`config.mk`:
```
export PLATFORM = sky130hd
export DESIGN_NAME = ifa_top
export DESIGN_NICKNAME = d
export VERILOG_FILES = /design/src/design/ifa_top.v /design/src/design/ifa_sync.v
export VERILOG_INCLUDE_DIRS = /design/src /design/src/common
export SDC_FILE = /design/constraint.sdc
export NUM_CORES = 1
export LEC_CHECK = 0
export BUFFER_PORTS_ARGS = -buffer_cell sky130_fd_sc_hd__buf_2
export CAP_MARGIN = 15
export CORE_MARGIN = 5
export CORE_UTILIZATION = 40
export DETAILED_ROUTE_END_ITERATION = 12
export GPL_TIMING_DRIVEN = 0
export MAX_ROUTING_LAYER = met4
export SETUP_SLACK_MARGIN = 0.3
export SLEW_MARGIN = 15
export SYNTH_ARGS = -nofsm -noshare
export SYNTH_HDL_FRONTEND = slang
export SYNTH_HIERARCHICAL = 1
export SYNTH_SLANG_ARGS = --single-unit
```
`constraint.sdc`:
```
create_clock -name sys_clk -period 2.1 [get_ports sys_clk]
set_input_delay 0.21 -clock sys_clk [delete_from_list [all_inputs] [get_ports sys_clk]]
set_output_delay 0.21 -clock sys_clk [all_outputs]
set_load 0.02 [all_outputs]
```
`src/common/ifa_map.vh`:
```
`ifndef IFA_MAP_VH
`define IFA_MAP_VH

// ==========================================================
// Register byte offsets (AXI4-Lite, one word each)
`define IFA_AW 8
`define IFA_OFF_CTRL 8'h00
`define IFA_OFF_STAT 8'h04
`define IFA_OFF_OWN 8'h08
`define IFA_OFF_DATA 8'h0C
`define IFA_OFF_IEN 8'h10
`define IFA_OFF_ISTS 8'h14
`define IFA_OFF_IMSK 8'h18
`define IFA_OFF_MODE 8'h1C

// ==========================================================
// Field positions
`define IFA_SI_BIT 3
`define IFA_AA_BIT 2
`define IFA_GC_BIT 0
`define IFA_IEN_BIT 4
`define IFA_MRX_BIT 0
`define IFA_EV_W 3
`define IFA_EV_SI 0
`define IFA_EV_START 1
`define IFA_EV_STOP 2

// ==========================================================
// Reset values
`define IFA_RST_CTRL 8'h00
`define IFA_RST_OWN 8'h00
`define IFA_RST_IEN 8'h00

// ==========================================================
// Status codes
`define IFA_ST_IDLE 8'hF8
`define IFA_ST_MRX_ACK 8'h50
`define IFA_ST_MRX_NACK 8'h58
`define IFA_ST_OWN_W 8'h60
`define IFA_ST_GC 8'h70
`define IFA_ST_RX_ACK 8'h80
`define IFA_ST_RX_NACK 8'h88
`define IFA_ST_GC_ACK 8'h90
`define IFA_ST_GC_NACK 8'h98
`define IFA_ST_STOP 8'hA0
`define IFA_ST_OWN_R 8'hA8
`define IFA_ST_TX_ACK 8'hB8
`define IFA_ST_TX_NACK 8'hC0
`define IFA_ST_TX_LAST 8'hC8

// ==========================================================
// Bit counter marks and bus answers
`define IFA_CNT_ACK 4'h7
`define IFA_CNT_END 4'h8
`define IFA_CNT_PRE 4'hF
`define IFA_GC_ADDR 8'h00
`define IFA_RESP_OK 2'h0
`define IFA_RESP_ERR 2'h2

`endif

```
`src/design/ifa_top.v`:
```
// Added by the designer: the register addresses and the AXI4-Lite slave port.
`timescale 1ns/10ps
`include "ifa_map.vh"
// Functional notes
// [RULE1] Set interrupt flag raises processor interrupt when I2C interrupt enabled.
// [RULE2] Flag set on entry to every state except idle code F8h.
// [RULE3] While flag set, hold SCL low once low; stay released while high.
// [RULE4] Firmware clears the flag by writing zero; hardware never clears.
// [RULE5] Flag zero: no serial interrupt and no SCL stretching. irq still shows the flag-set event held in ists_reg until it is read.
// [RULE6] Interrupt reaches processor only with dedicated enable bit set. Code gates si_irq only; irq passes the flag-set event under imsk_reg bit 0.
// [RULE7] Acknowledge flag set: ack own address, and general call if enabled.
// [RULE8] Acknowledge flag set: ack data bytes as master or addressed receiver.
// [RULE9] Addressed transmitter enters C8h after last byte is sent.
// [RULE10] Clearing flag in C8h: go not-addressed, keep SDA released.
// [RULE11] In C8h firmware may set acknowledge flag for later addresses.
// [RULE12] Not addressed: ignore addresses, no acknowledge, no interrupt.
// [RULE13] Released from bus, still detect START, STOP and shift data.
// [RULE14] Address recognition resumes whenever acknowledge flag is set.
// [RULE15] Acknowledge flag set mid-address still recognises that address.
// [RULE16] Status F8h means no relevant state and no interrupt pending.
// [RULE17] Status code stays unchanged until firmware clears the flag.
// [RULE18] Acknowledge flag zero leaves SDA high in acknowledge clock.
module ifa_top (
	input wire sys_clk,
	input wire rst,
	input wire s_axi_awvalid,
	output reg s_axi_awready,
	input wire [`IFA_AW-1:0] s_axi_awaddr,
	input wire s_axi_wvalid,
	output reg s_axi_wready,
	input wire [31:0] s_axi_wdata,
	input wire [3:0] s_axi_wstrb,
	output reg s_axi_bvalid,
	input wire s_axi_bready,
	output reg [1:0] s_axi_bresp,
	input wire s_axi_arvalid,
	output reg s_axi_arready,
	input wire [`IFA_AW-1:0] s_axi_araddr,
	output reg s_axi_rvalid,
	input wire s_axi_rready,
	output reg [31:0] s_axi_rdata,
	output reg [1:0] s_axi_rresp,
	input wire scl_in,
	output reg scl_out,
	output reg scl_oe_n,
	input wire sda_in,
	output reg sda_out,
	output reg sda_oe_n,
	output reg si_irq,
	output reg irq
);
	localparam ST_IDLE = 3'h0;
	localparam ST_ADDR = 3'h1;
	localparam ST_RX = 3'h2;
	localparam ST_TX = 3'h3;
	localparam ST_DONE = 3'h4;
	localparam ST_MRX = 3'h5;

	// ==========================================================
	// Functions
	function is_map;
		input [`IFA_AW-1:0] a;
		begin
			is_map = (a == `IFA_OFF_CTRL) || (a == `IFA_OFF_STAT) ||
				(a == `IFA_OFF_OWN) || (a == `IFA_OFF_DATA) ||
				(a == `IFA_OFF_IEN) || (a == `IFA_OFF_ISTS) ||
				(a == `IFA_OFF_IMSK) || (a == `IFA_OFF_MODE);
		end
	endfunction

	function [7:0] rx_code;
		input gc;
		input ack;
		begin
			if (gc)
				rx_code = ack ? `IFA_ST_GC_ACK : `IFA_ST_GC_NACK;
			else
				rx_code = ack ? `IFA_ST_RX_ACK : `IFA_ST_RX_NACK;
		end
	endfunction

	// ==========================================================
	// Declarations
	wire [1:0] pin_s;
	wire [1:0] pin_p;
	wire scl_s = pin_s[1];
	wire sda_s = pin_s[0];
	wire scl_rise = scl_s & ~pin_p[1];
	wire scl_fall = ~scl_s & pin_p[1];
	wire bus_hi = scl_s & pin_p[1];
	wire start_det = bus_hi & pin_p[0] & ~sda_s;
	wire stop_det = bus_hi & ~pin_p[0] & sda_s;
	reg [`IFA_AW-1:0] aw_addr_reg;
	reg [31:0] w_data_reg;
	reg [3:0] w_strb_reg;
	reg [7:0] ctrl_reg;
	reg si_reg;
	reg [7:0] status_reg;
	reg [7:0] own_addr_reg;
	reg [7:0] tx_data_reg;
	reg [7:0] rx_data_reg;
	reg [7:0] ien_reg;
	reg [`IFA_EV_W-1:0] ists_reg;
	reg [`IFA_EV_W-1:0] imsk_reg;
	reg mode_reg;
	reg [2:0] state_reg;
	reg [3:0] cnt_reg;
	reg [7:0] sh_reg;
	reg [7:0] tx_sh_reg;
	reg [7:0] pend_reg;
	reg pend_ok_reg;
	reg sda_low_reg;
	reg gc_reg;
	reg last_reg;
	reg tx_addr_reg;
	reg ack_in_reg;
	reg ev_set;
	reg [7:0] ev_code;
	reg [31:0] rd_val;
	wire aa = ctrl_reg[`IFA_AA_BIT];
	wire wr_fire = ~s_axi_awready & ~s_axi_wready & ~s_axi_bvalid;
	wire wr_lo = wr_fire & w_strb_reg[0];
	wire wr_ctrl = wr_lo & (aw_addr_reg == `IFA_OFF_CTRL);
	wire si_clr = wr_ctrl & ~w_data_reg[`IFA_SI_BIT]; // [RULE4]
	wire rd_fire = s_axi_arvalid & s_axi_arready;
	wire rd_ists = rd_fire & (s_axi_araddr == `IFA_OFF_ISTS);
	wire addressed = (state_reg == ST_RX) || (state_reg == ST_TX);
	wire [`IFA_EV_W-1:0] ev_vec = {stop_det, start_det, ev_set};

	// Pin synchroniser for SCL and SDA
	ifa_sync #(
		.W(2)
	) u_sync (
		.clk(sys_clk),
		.rst(rst),
		.d({scl_in, sda_in}),
		.q(pin_s),
		.q_prev(pin_p)
	);

	// ==========================================================
	// AXI4-Lite write channel
	always @(posedge sys_clk) begin
		if (rst) begin
			s_axi_awready <= 1'h1;
			s_axi_wready <= 1'h1;
			s_axi_bvalid <= 1'h0;
			s_axi_bresp <= `IFA_RESP_OK;
			aw_addr_reg <= {`IFA_AW{1'b0}};
			w_data_reg <= 32'h00000000;
			w_strb_reg <= 4'h0;
		end else begin
			if (s_axi_awvalid && s_axi_awready) begin
				s_axi_awready <= 1'h0;
				aw_addr_reg <= s_axi_awaddr;
			end
			if (s_axi_wvalid && s_axi_wready) begin
				s_axi_wready <= 1'h0;
				w_data_reg <= s_axi_wdata;
				w_strb_reg <= s_axi_wstrb;
			end
			if (wr_fire) begin
				s_axi_bvalid <= 1'h1;
				s_axi_bresp <= is_map(aw_addr_reg) ?
					`IFA_RESP_OK : `IFA_RESP_ERR;
			end
			if (s_axi_bvalid && s_axi_bready) begin
				s_axi_bvalid <= 1'h0;
				s_axi_awready <= 1'h1;
				s_axi_wready <= 1'h1;
			end
		end
	end

	// Read data selection; unused bits read as zero
	always @* begin
		rd_val = 32'h00000000;
		case (s_axi_araddr)
		`IFA_OFF_CTRL: begin
			rd_val[7:0] = ctrl_reg;
			rd_val[`IFA_SI_BIT] = si_reg;
		end
		`IFA_OFF_STAT: rd_val[7:0] = status_reg;
		`IFA_OFF_OWN: rd_val[7:0] = own_addr_reg;
		`IFA_OFF_DATA: rd_val[7:0] = rx_data_reg;
		`IFA_OFF_IEN: rd_val[7:0] = ien_reg;
		`IFA_OFF_ISTS: rd_val[`IFA_EV_W-1:0] = ists_reg;
		`IFA_OFF_IMSK: rd_val[`IFA_EV_W-1:0] = imsk_reg;
		`IFA_OFF_MODE: rd_val[`IFA_MRX_BIT] = mode_reg;
		default: rd_val = 32'h00000000;
		endcase
	end

	// AXI4-Lite read channel
	always @(posedge sys_clk) begin
		if (rst) begin
			s_axi_arready <= 1'h1;
			s_axi_rvalid <= 1'h0;
			s_axi_rdata <= 32'h00000000;
			s_axi_rresp <= `IFA_RESP_OK;
		end else begin
			if (rd_fire) begin
				s_axi_arready <= 1'h0;
				s_axi_rvalid <= 1'h1;
				s_axi_rdata <= rd_val;
				s_axi_rresp <= is_map(s_axi_araddr) ?
					`IFA_RESP_OK : `IFA_RESP_ERR;
			end
			if (s_axi_rvalid && s_axi_rready) begin
				s_axi_rvalid <= 1'h0;
				s_axi_arready <= 1'h1;
			end
		end
	end

	// ==========================================================
	// Software registers
	always @(posedge sys_clk) begin
		if (rst) begin
			ctrl_reg <= `IFA_RST_CTRL;
			own_addr_reg <= `IFA_RST_OWN;
			tx_data_reg <= 8'h00;
			ien_reg <= `IFA_RST_IEN;
			imsk_reg <= {`IFA_EV_W{1'b0}};
			mode_reg <= 1'h0;
		end else if (wr_lo) begin
			case (aw_addr_reg)
			`IFA_OFF_CTRL: ctrl_reg <= w_data_reg[7:0]; // [RULE11] [RULE14]
			`IFA_OFF_OWN: own_addr_reg <= w_data_reg[7:0];
			`IFA_OFF_DATA: tx_data_reg <= w_data_reg[7:0];
			`IFA_OFF_IEN: ien_reg <= w_data_reg[7:0];
			`IFA_OFF_IMSK: imsk_reg <= w_data_reg[`IFA_EV_W-1:0];
			`IFA_OFF_MODE: mode_reg <= w_data_reg[`IFA_MRX_BIT];
			default: mode_reg <= mode_reg;
			endcase
		end
	end

	// ==========================================================
	// Flag set events and the status code they carry
	always @* begin
		ev_set = 1'h0;
		ev_code = pend_reg;
		if ((start_det || stop_det) && addressed) begin
			ev_set = 1'h1;
			ev_code = `IFA_ST_STOP;
		end else if (scl_fall && cnt_reg == `IFA_CNT_END && pend_ok_reg) begin
			ev_set = 1'h1; // [RULE2]
			if (state_reg == ST_TX && !tx_addr_reg) begin
				if (!ack_in_reg)
					ev_code = `IFA_ST_TX_NACK;
				else if (last_reg)
					ev_code = `IFA_ST_TX_LAST; // [RULE9]
				else
					ev_code = `IFA_ST_TX_ACK;
			end
		end
	end

	// Interrupt flag and status; a set wins over a clear
	always @(posedge sys_clk) begin
		if (rst) begin
			si_reg <= 1'h0;
			status_reg <= `IFA_ST_IDLE; // [RULE16]
		end else if (ev_set) begin
			si_reg <= 1'h1;
			status_reg <= ev_code;
		end else if (si_clr) begin
			si_reg <= 1'h0; // [RULE4]
			status_reg <= `IFA_ST_IDLE; // [RULE16] [RULE17]
		end
	end

	// Sticky event bits cleared by reading them, and the outputs
	always @(posedge sys_clk) begin
		if (rst) begin
			ists_reg <= {`IFA_EV_W{1'b0}};
			irq <= 1'h0;
			si_irq <= 1'h0;
		end else begin
			ists_reg <= (rd_ists ? {`IFA_EV_W{1'b0}} : ists_reg) | ev_vec;
			irq <= |(ists_reg & imsk_reg);
			si_irq <= si_reg & ien_reg[`IFA_IEN_BIT]; // [RULE1] [RULE5] [RULE6]
		end
	end

	// SCL stretching: grab the line only once it is already low
	always @(posedge sys_clk) begin
		if (rst) begin
			scl_oe_n <= 1'h1;
			scl_out <= 1'h0;
			sda_out <= 1'h0;
			sda_oe_n <= 1'h1;
		end else begin
			if (!si_reg)
				scl_oe_n <= 1'h1; // [RULE5]
			else if (!scl_s)
				scl_oe_n <= 1'h0; // [RULE3]
			scl_out <= 1'h0;
			sda_out <= 1'h0;
			sda_oe_n <= ~sda_low_reg;
		end
	end

	// ==========================================================
	// Bus engine: shifts bits, decides acknowledges, tracks mode
	always @(posedge sys_clk) begin
		if (rst) begin
			state_reg <= ST_IDLE;
			cnt_reg <= 4'h0;
			sh_reg <= 8'h00;
			tx_sh_reg <= 8'h00;
			pend_reg <= `IFA_ST_IDLE;
			pend_ok_reg <= 1'h0;
			sda_low_reg <= 1'h0;
			gc_reg <= 1'h0;
			last_reg <= 1'h0;
			tx_addr_reg <= 1'h0;
			ack_in_reg <= 1'h0;
			rx_data_reg <= 8'h00;
		end else if (start_det) begin
			cnt_reg <= `IFA_CNT_PRE; // [RULE13] START's SCL fall wraps to 0
			sda_low_reg <= 1'h0;
			pend_ok_reg <= 1'h0;
			state_reg <= mode_reg ? ST_MRX : ST_ADDR;
		end else if (stop_det) begin
			cnt_reg <= 4'h0; // [RULE13]
			sda_low_reg <= 1'h0;
			pend_ok_reg <= 1'h0;
			state_reg <= ST_IDLE;
		end else begin
			if (scl_rise) begin
				if (cnt_reg < `IFA_CNT_END)
					sh_reg <= {sh_reg[6:0], sda_s}; // [RULE13]
				else
					ack_in_reg <= ~sda_s;
			end
			if (scl_fall) begin
				if (cnt_reg == `IFA_CNT_END)
					cnt_reg <= 4'h0;
				else
					cnt_reg <= cnt_reg + 4'h1;
				if (cnt_reg == `IFA_CNT_ACK) begin
					pend_ok_reg <= 1'h0;
					sda_low_reg <= 1'h0; // [RULE18]
					case (state_reg)
					ST_ADDR: begin
						// Flag sampled only at byte end
						if (aa && sh_reg[7:1] == own_addr_reg[7:1]) begin
							sda_low_reg <= 1'h1; // [RULE7] [RULE15]
							pend_ok_reg <= 1'h1;
							gc_reg <= 1'h0;
							tx_addr_reg <= sh_reg[0];
							pend_reg <= sh_reg[0] ?
								`IFA_ST_OWN_R : `IFA_ST_OWN_W;
							state_reg <= sh_reg[0] ? ST_TX : ST_RX;
						end else if (aa && own_addr_reg[`IFA_GC_BIT] &&
							sh_reg == `IFA_GC_ADDR) begin
							sda_low_reg <= 1'h1; // [RULE7] [RULE15]
							pend_ok_reg <= 1'h1;
							gc_reg <= 1'h1;
							pend_reg <= `IFA_ST_GC;
							state_reg <= ST_RX;
						end else begin
							state_reg <= ST_IDLE; // [RULE12]
						end
					end
					ST_RX: begin
						sda_low_reg <= aa; // [RULE8] [RULE18]
						pend_ok_reg <= 1'h1;
						rx_data_reg <= sh_reg;
						pend_reg <= rx_code(gc_reg, aa);
						if (!aa)
							state_reg <= ST_IDLE;
					end
					ST_MRX: begin
						sda_low_reg <= aa; // [RULE8] [RULE18]
						pend_ok_reg <= 1'h1;
						rx_data_reg <= sh_reg;
						pend_reg <= aa ? `IFA_ST_MRX_ACK : `IFA_ST_MRX_NACK;
					end
					ST_TX: pend_ok_reg <= 1'h1;
					default: pend_ok_reg <= 1'h0; // [RULE12]
					endcase
				end else if (cnt_reg == `IFA_CNT_END) begin
					sda_low_reg <= 1'h0;
					if (state_reg == ST_TX && !tx_addr_reg &&
						(!ack_in_reg || last_reg))
						state_reg <= ST_DONE; // [RULE9]
				end else if (state_reg == ST_TX) begin
					sda_low_reg <= ~tx_sh_reg[7];
					tx_sh_reg <= {tx_sh_reg[6:0], 1'h0};
				end
			end
			// Next byte goes out when firmware releases the flag
			if (si_clr && state_reg == ST_TX && !ev_set) begin
				sda_low_reg <= ~tx_data_reg[7];
				tx_sh_reg <= {tx_data_reg[6:0], 1'h0};
				last_reg <= ~w_data_reg[`IFA_AA_BIT]; // AA as written now
				tx_addr_reg <= 1'h0;
			end
			if (si_clr && state_reg == ST_DONE && !ev_set)
				state_reg <= ST_IDLE; // [RULE10]
		end
	end
endmodule // ifa_top

```
`src/design/ifa_sync.v`:
```
`timescale 1ns/10ps
// ==========================================================
// Two-flop synchroniser with a third stage for edge finding
module ifa_sync #(
	parameter W = 2
) (
	input wire clk,
	input wire rst,
	input wire [W-1:0] d,
	output reg [W-1:0] q,
	output reg [W-1:0] q_prev
);
	reg [W-1:0] meta_reg;

	// First stage feeds only the second stage
	always @(posedge clk) begin
		if (rst) begin
			meta_reg <= {W{1'b1}};
			q <= {W{1'b1}};
			q_prev <= {W{1'b1}};
		end else begin
			meta_reg <= d;
			q <= meta_reg;
			q_prev <= q;
		end
	end
endmodule // ifa_sync

```
Yosys cells after proc, flatten, opt, wreduce, memory -nomap -nowiden:

Index checks and enable logic that the tools add are counted.

* equality and inequality tests: 27
* muxes and demuxes: 63
* add/subtract/negate cells: 1
* $lt $le $gt $ge: 1
* reduce and logical (&&, ||, !) cells: 76
* bitwise logic cells: 33

Operator list (count)
* 8-bit 2-to-1 mux: 13
* 8-bit by 5-bit == test with 1-bit output (second input constant): 8
* 8-bit by 4-bit == test with 1-bit output (second input constant): 4
* 3-bit 2-to-1 mux: 10
* 4-bit 2-to-1 mux: 7
* 5-bit case mux with 5 select lines: 1
* 8-bit zero test: 3
* 8-bit case mux with 3 select lines: 1
* 6-bit AND reduction: 4
* 1-bit 2-to-1 mux: 19
* 1-bit logical OR: 17
* 8-bit by 3-bit == test with 1-bit output (second input constant): 2
* 1-bit logical AND: 16
* 1-bit inverter: 16
* 2-bit AND reduction: 8
* 1-bit AND: 15
* 7-bit 2-to-1 mux: 2
* 2-bit case mux with 7 select lines: 1
* 2-bit nonzero test: 7
* 5-bit AND reduction: 2
* 5-bit nonzero test: 2
* 3-bit OR reduction: 3
* 2-bit 2-to-1 mux: 4
* 1-bit case mux with 8 select lines: 1
* 23 further kinds: 35

* register bits after elaboration: 137
* input port bits: 61
* logic and storage cells: 240
* output and inout port bits: 47

Logic depth before layout (Yosys ltp):

* depth in word-level cells: 11
* depth in mapped cells: 9
* depth with buffers taken out: 7

Modules after synthesis:

Netlist, hierarchy kept.

Modules (own cells, without submodules)
* ifa_top: area an instance 5805.6 um^2, seq. area each 2422.3 um^2, times used 1, cells an instance 658
* ifa_sync: area an instance 157.7 um^2, seq. area each 120.1 um^2, times used 1, cells an instance 12

Worst setup path after synthesis:

Ideal clock, no wire load.

* path kind: register to register
* start point: reg s_axi_bvalid
* end point: reg tx_sh_reg[2]
* clock period less this slack: 2216 ps
* required time: 1961 ps
* setup slack: -116 ps
* setup time: 139 ps
* cell stages (with the launch flop): 7
* path buffers: 1
* arrival: 2078 ps
* path through: dfxtp_1 > or4b_4 > or4_4 > o22ai_4 > and2_1 > buf_6 > a211oi_2

* word-level cells in the longest chain between the ends: 9
* elaborated cells on any way between the ends: 13
* classes of those cells: eq/ne: 2; mux: 1; bitwise: 5; reduce/logical: 5

Ends and longest elaborated chain
* start: declaration: RTL line ifa_top.v:33 `output reg s_axi_bvalid,`
* start signal: assignment: RTL line ifa_top.v:147 `s_axi_bvalid <= 1'h0;`
* start signal: assignment: RTL line ifa_top.v:163 `s_axi_bvalid <= 1'h1;`
* start signal: assignment: RTL line ifa_top.v:168 `s_axi_bvalid <= 1'h0;`
* 1-bit inverter *: RTL line ifa_top.v:121 `wire wr_fire = ~s_axi_awready & ~s_axi_wready & ~s_axi_bvalid;`
* 1-bit AND *: RTL line ifa_top.v:121
* 1-bit AND *: RTL line ifa_top.v:122 `wire wr_lo = wr_fire & w_strb_reg[0];`
* 1-bit AND *: RTL line ifa_top.v:123 `` wire wr_ctrl = wr_lo & (aw_addr_reg == `IFA_OFF_CTRL); ``
* 1-bit AND *: RTL line ifa_top.v:124 `` wire si_clr = wr_ctrl & ~w_data_reg[`IFA_SI_BIT]; ``
* 1-bit logical AND * (2 in a row): RTL line ifa_top.v:396 `if (si_clr && state_reg == ST_TX && !ev_set) begin`
* 2-bit by 1-bit inequality test with 1-bit output (no line) / 2-bit nonzero test (equally long branches)
* 6-bit AND reduction (no line)
* end signal: assignment: RTL line ifa_top.v:392 `tx_sh_reg <= {tx_sh_reg[6:0], 1'h0};`
* end signal: assignment: RTL line ifa_top.v:398 `tx_sh_reg <= {tx_data_reg[6:0], 1'h0};`
* end: declaration: RTL line ifa_top.v:109 `reg [7:0] tx_sh_reg;`

Mark *: on every way between the ends. The rest lies on a longest branch, timed or not.
A chain may end at the register's enable or synchronous reset.

Worst setup path after layout:

* start point: reg s_axi_wready
* end point: reg tx_sh_reg[7]

* word-level cells in the longest chain between the ends: 10
* elaborated cells on any way between the ends: 14
* classes of those cells: eq/ne: 2; mux: 1; bitwise: 6; reduce/logical: 5

Ends and longest elaborated chain
* start: declaration: RTL line ifa_top.v:30 `output reg s_axi_wready,`
* start signal: assignment: RTL line ifa_top.v:146 `s_axi_wready <= 1'h1;`
* start signal: assignment: RTL line ifa_top.v:158 `s_axi_wready <= 1'h0;`
* start signal: assignment: RTL line ifa_top.v:170 `s_axi_wready <= 1'h1;`
* 1-bit inverter *: RTL line ifa_top.v:121
* 1-bit AND * (2 in a row): RTL line ifa_top.v:121
* 1-bit AND *: RTL line ifa_top.v:122
* 1-bit AND *: RTL line ifa_top.v:123
* 1-bit AND *: RTL line ifa_top.v:124
* 1-bit logical AND * (2 in a row): RTL line ifa_top.v:396
* 2-bit by 1-bit inequality test with 1-bit output (no line) / 2-bit nonzero test (equally long branches)
* 6-bit AND reduction (no line)

Marked as above.

==> summary.md <==
| Metric | Value |
|---|---|
| Status | finished with violations |
| Failing checks | negative setup slack |
| Worst skew pair latency | ~0.42 ns |
| Mapped Cells | 670 |
| Multi-input logic area | roughly 3200 sq um |
| EDFF count, synth | 0 |
| Max cap viols | 0 |
| Least-Margin Pin Slew | about 0.8 ns |
| Clock transition at path regs | ~0.060 ns |
| Worst Setup End Kind | flop |
| Final Net Count | between 800 and 900 |
| Max FO, Critical Path | 7 |
| CP required | around 2.4 ns |
| RSZ-0062 raised after global routing | yes |
| Setup WS post-layout | -0.135 ns |
| Syn Area/Cell | 8.90 sq um |
| Synth Cell Area | a little under 6000 sq um |
| Hold Path Class | in -> reg |
| TritonRoute pass-1 iters | 6 |
| Initial DRC count | between 500 and 600 |
| I/O pins | roughly 110 |
| Dominant synthesized flop cell | dfxtp_1 |
| # setup viols final | 9 |
| Vias in the first global route | approximately 5000 |
| First-pass GRT wire length | 26300 um |
| CP max-delay cell | or4_4 |
| Cell Rows | 44 |
| Final period utilization | 106% |
| Post-DR wirelength/cell | roughly 17 um |
| Final worst path period need | between 2 and 2.5 ns |
| Clock Sink Count | between 100 and 150 |
| FF+latch area | 2550 sq um |
| N_diodes | 0 |
| Die ar. | approximately 17000 sq um |
| FILL cells | approximately 1300 |
| Tot Pwr | slightly above 6 mW |
| Seq/Total Area, Yosys | between 40% and 50% |
| Final antenna-violating net count | 0 |
| CTS tree | yes |
| Post-synthesis async set-or-reset flop share | 0% |
| CP cell instances | or4b_4 > or4_4 > o22ai_4 > and2_4 > buf_6 > a211oi_2 |
| Post-DP HPWL | roughly 12000 um |
| CP peak stage delay | 0.57 ns |
| Area grow syn2layout | 27.0% |
| Core footprint | around 15000 sq um |
| Routed vias | 5266 |
| Crit-path leading delay family | simple AND/OR/NAND/NOR gates |
| Clk Tree Root Cell | clkbuf_16 |
| CP bufs+invs | 1 |
| Number of synthesized register bits | roughly 130 |
| GP Congestion | around 0.90 |
| Worst setup SP type | flop |
| Pin count of the biggest net entering global routing | 17 |
| Power density over cell area | a little over 800 nW/um^2 |
| CP Class | reg -> reg |
| Die height | 132 um |
| Crit path DAT | 2.50 ns |
| Worst vdd rail ir drop | 0.000568 V |
| Yosys warning count | 6 |
| Clock skew | between 0.007 and 0.008 ns |
| Netlist cell types | 65 |
| DRC | 0 |
| H-tree levels | 4 |
| Tot GR Track Use | between 10% and 20% |
| Die width | 132 um |
| Final Hold Fails | 0 |
| Longest Clk Path Bufs | 2 |
| Initial core utilization | about 40% |
| Via-to-Cell Ratio | 5.35 |
| Total global routing overflow | 0 |
| Layout cells sized above 1 | about a quarter |
| Leak | around 3.1 nW |
| FMAX | around 450 MHz |
| Post-Route WL | roughly 17000 um |
| Num CTS Buffers | 17 |
| Initial antenna violation count | 0 |
| Pre-CTS WS | -0.327 ns |
| Pins Over Slew Limit | 0 |
| I/O Buffers | between 40 and 50 |
| Rel. slew slack | between 40% and 50% |
## layout by cell type (no fill, tap or decap), types with 4 or more instances in the layout
master	Yosys	final
buf_2	0	50
nand3b_1	5	5
nor2_1	74	73
clkinvlp_4	0	4
a211oi_1	8	8
a221oi_1	6	6
o21ai_0	24	21
clkbuf_1	32	25
dfxtp_1	127	122
or2_1	8	8
a211oi_2	6	6
buf_4	28	43
dfxtp_2	0	4
clkbuf_2	0	4
buf_6	3	6
xnor2_1	8	8
mux2_2	8	8
a21oi_1	54	52
a31oi_1	7	7
nor3_1	13	11
nor2b_1	6	4
nand2b_1	4	4
mux2i_1	60	57
nand2_1	56	54
and3_1	4	4
inv_1	13	13
nand4_1	6	6
o31ai_1	4	4
nand3_1	30	29
or3_1	5	5
clkbuf_16	0	19
conb_1	1	28
## metrics by stage
stage	instance area, sq um	hold slack (ns)	cells	setup TNS (ns)	utilization, %
after floorplan	6080	0.307	697	-0.157	-
after global placement	6550	0.385	930	-4.74	44.9
after CTS	7500	0.0236	981	-0.831	51.4
after global routing	7570	0.0267	985	-1.56	51.9
final	7570	0.0370	985	-0.976	51.9
after detailed placement	6560	0.376	930	-4.73	45.0
## repair_timing
| item | in CTS | in global routing |
|---|---|---|
| gates resized for setup | 35 | 15 |
| cloned | 1 | 0 |
| hold buffers | 2 | 0 |
| setup endpoints to repair | 65 | 73 |
| hold endpoints to repair | 2 | 0 |
| buffers inserted | 16 | 4 |
| pin swaps | 13 | 9 |
## synth_stat cells (all sizes together), types with 5 or more instances
| cell | instances | area (sq um) |
|---|---|---|
| nor3 | 15 | 97.6 |
| mux2i | 60 | 601 |
| or2 | 10 | 62.6 |
| nor2b | 6 | 37.5 |
| clkbuf | 32 | 120 |
| buf | 33 | 251 |
| nor4 | 6 | 52.6 |
| inv | 13 | 48.8 |
| xnor2 | 8 | 70.1 |
| or3 | 5 | 31.3 |
| nor2 | 75 | 289 |
| nand3b | 5 | 37.5 |
| nor3b | 5 | 37.5 |
| nand4 | 6 | 37.5 |
| a31oi | 7 | 43.8 |
| a211oi | 14 | 135 |
| mux2 | 8 | 90.1 |
| nand3 | 31 | 160 |
| o21ai | 24 | 120 |
| nand2 | 56 | 210 |
| dfxtp | 127 | 2540 |
| a221oi | 6 | 52.6 |
| a21oi | 54 | 270 |
## report_power, final
group          total [mW]  internal, mW  switching (mW)
sequential           2.52          2.46          0.0542
combinational       0.488         0.185           0.303
clock                3.10          2.00            1.10
## final cells by class
class	count	area share, %
buffer	65	5.37
clock buffer	20	6.31
clock inverter	12	2.07
inverter	13	0.644
multi-input combinational	492	42.6
sequential	127	33.7
tap	184	3.04
timing repair buffer	72	6.23
## layer usage
layer / global-route usage, % / routed length [um] / up-vias
met3: 3.74 / 1010 / 39
met5: - / 0 / -
met2: 31.3 / 8040 / 172
li1: - / - / 2581
met4: 8.23 / 439 / 0
met1: 23.6 / 7050 / 2474
## worst paths after layout
| kind | from | to | slack, ns | cells after the start |
|---|---|---|---|---|
| worst max-delay path | s_axi_wready | tx_sh_reg[7] | -0.14 | 6 |
| worst min register to register | sda_low_reg | sda_oe_n | 0.38 | 1 |
| worst max register to register | s_axi_wready | tx_sh_reg[7] | -0.14 | 6 |
| worst min-delay path | s_axi_rready | s_axi_arready | 0.04 | 2 |
## logic make-up (layout without fill, tap and decap cells)
logic type | after synthesis | after routing | share of synthesized area (%)
multiplexers | 69 | 69 | 12.0
adder cells (fa/ha/maj) | 2 | 2 | 0.420
flip-flops | 127 | 127 | 42.6
AO/OA/AOI/OAI | 140 | 140 | 15.5
AND/OR/NAND/NOR | 245 | 245 | 21.1
other | 1 | 28 | 0.0629
XOR/XNOR | 8 | 8 | 1.18
buffers and inverters | 78 | 182 | 7.05
No activity file was read; power rests on OpenSTA's default activity.
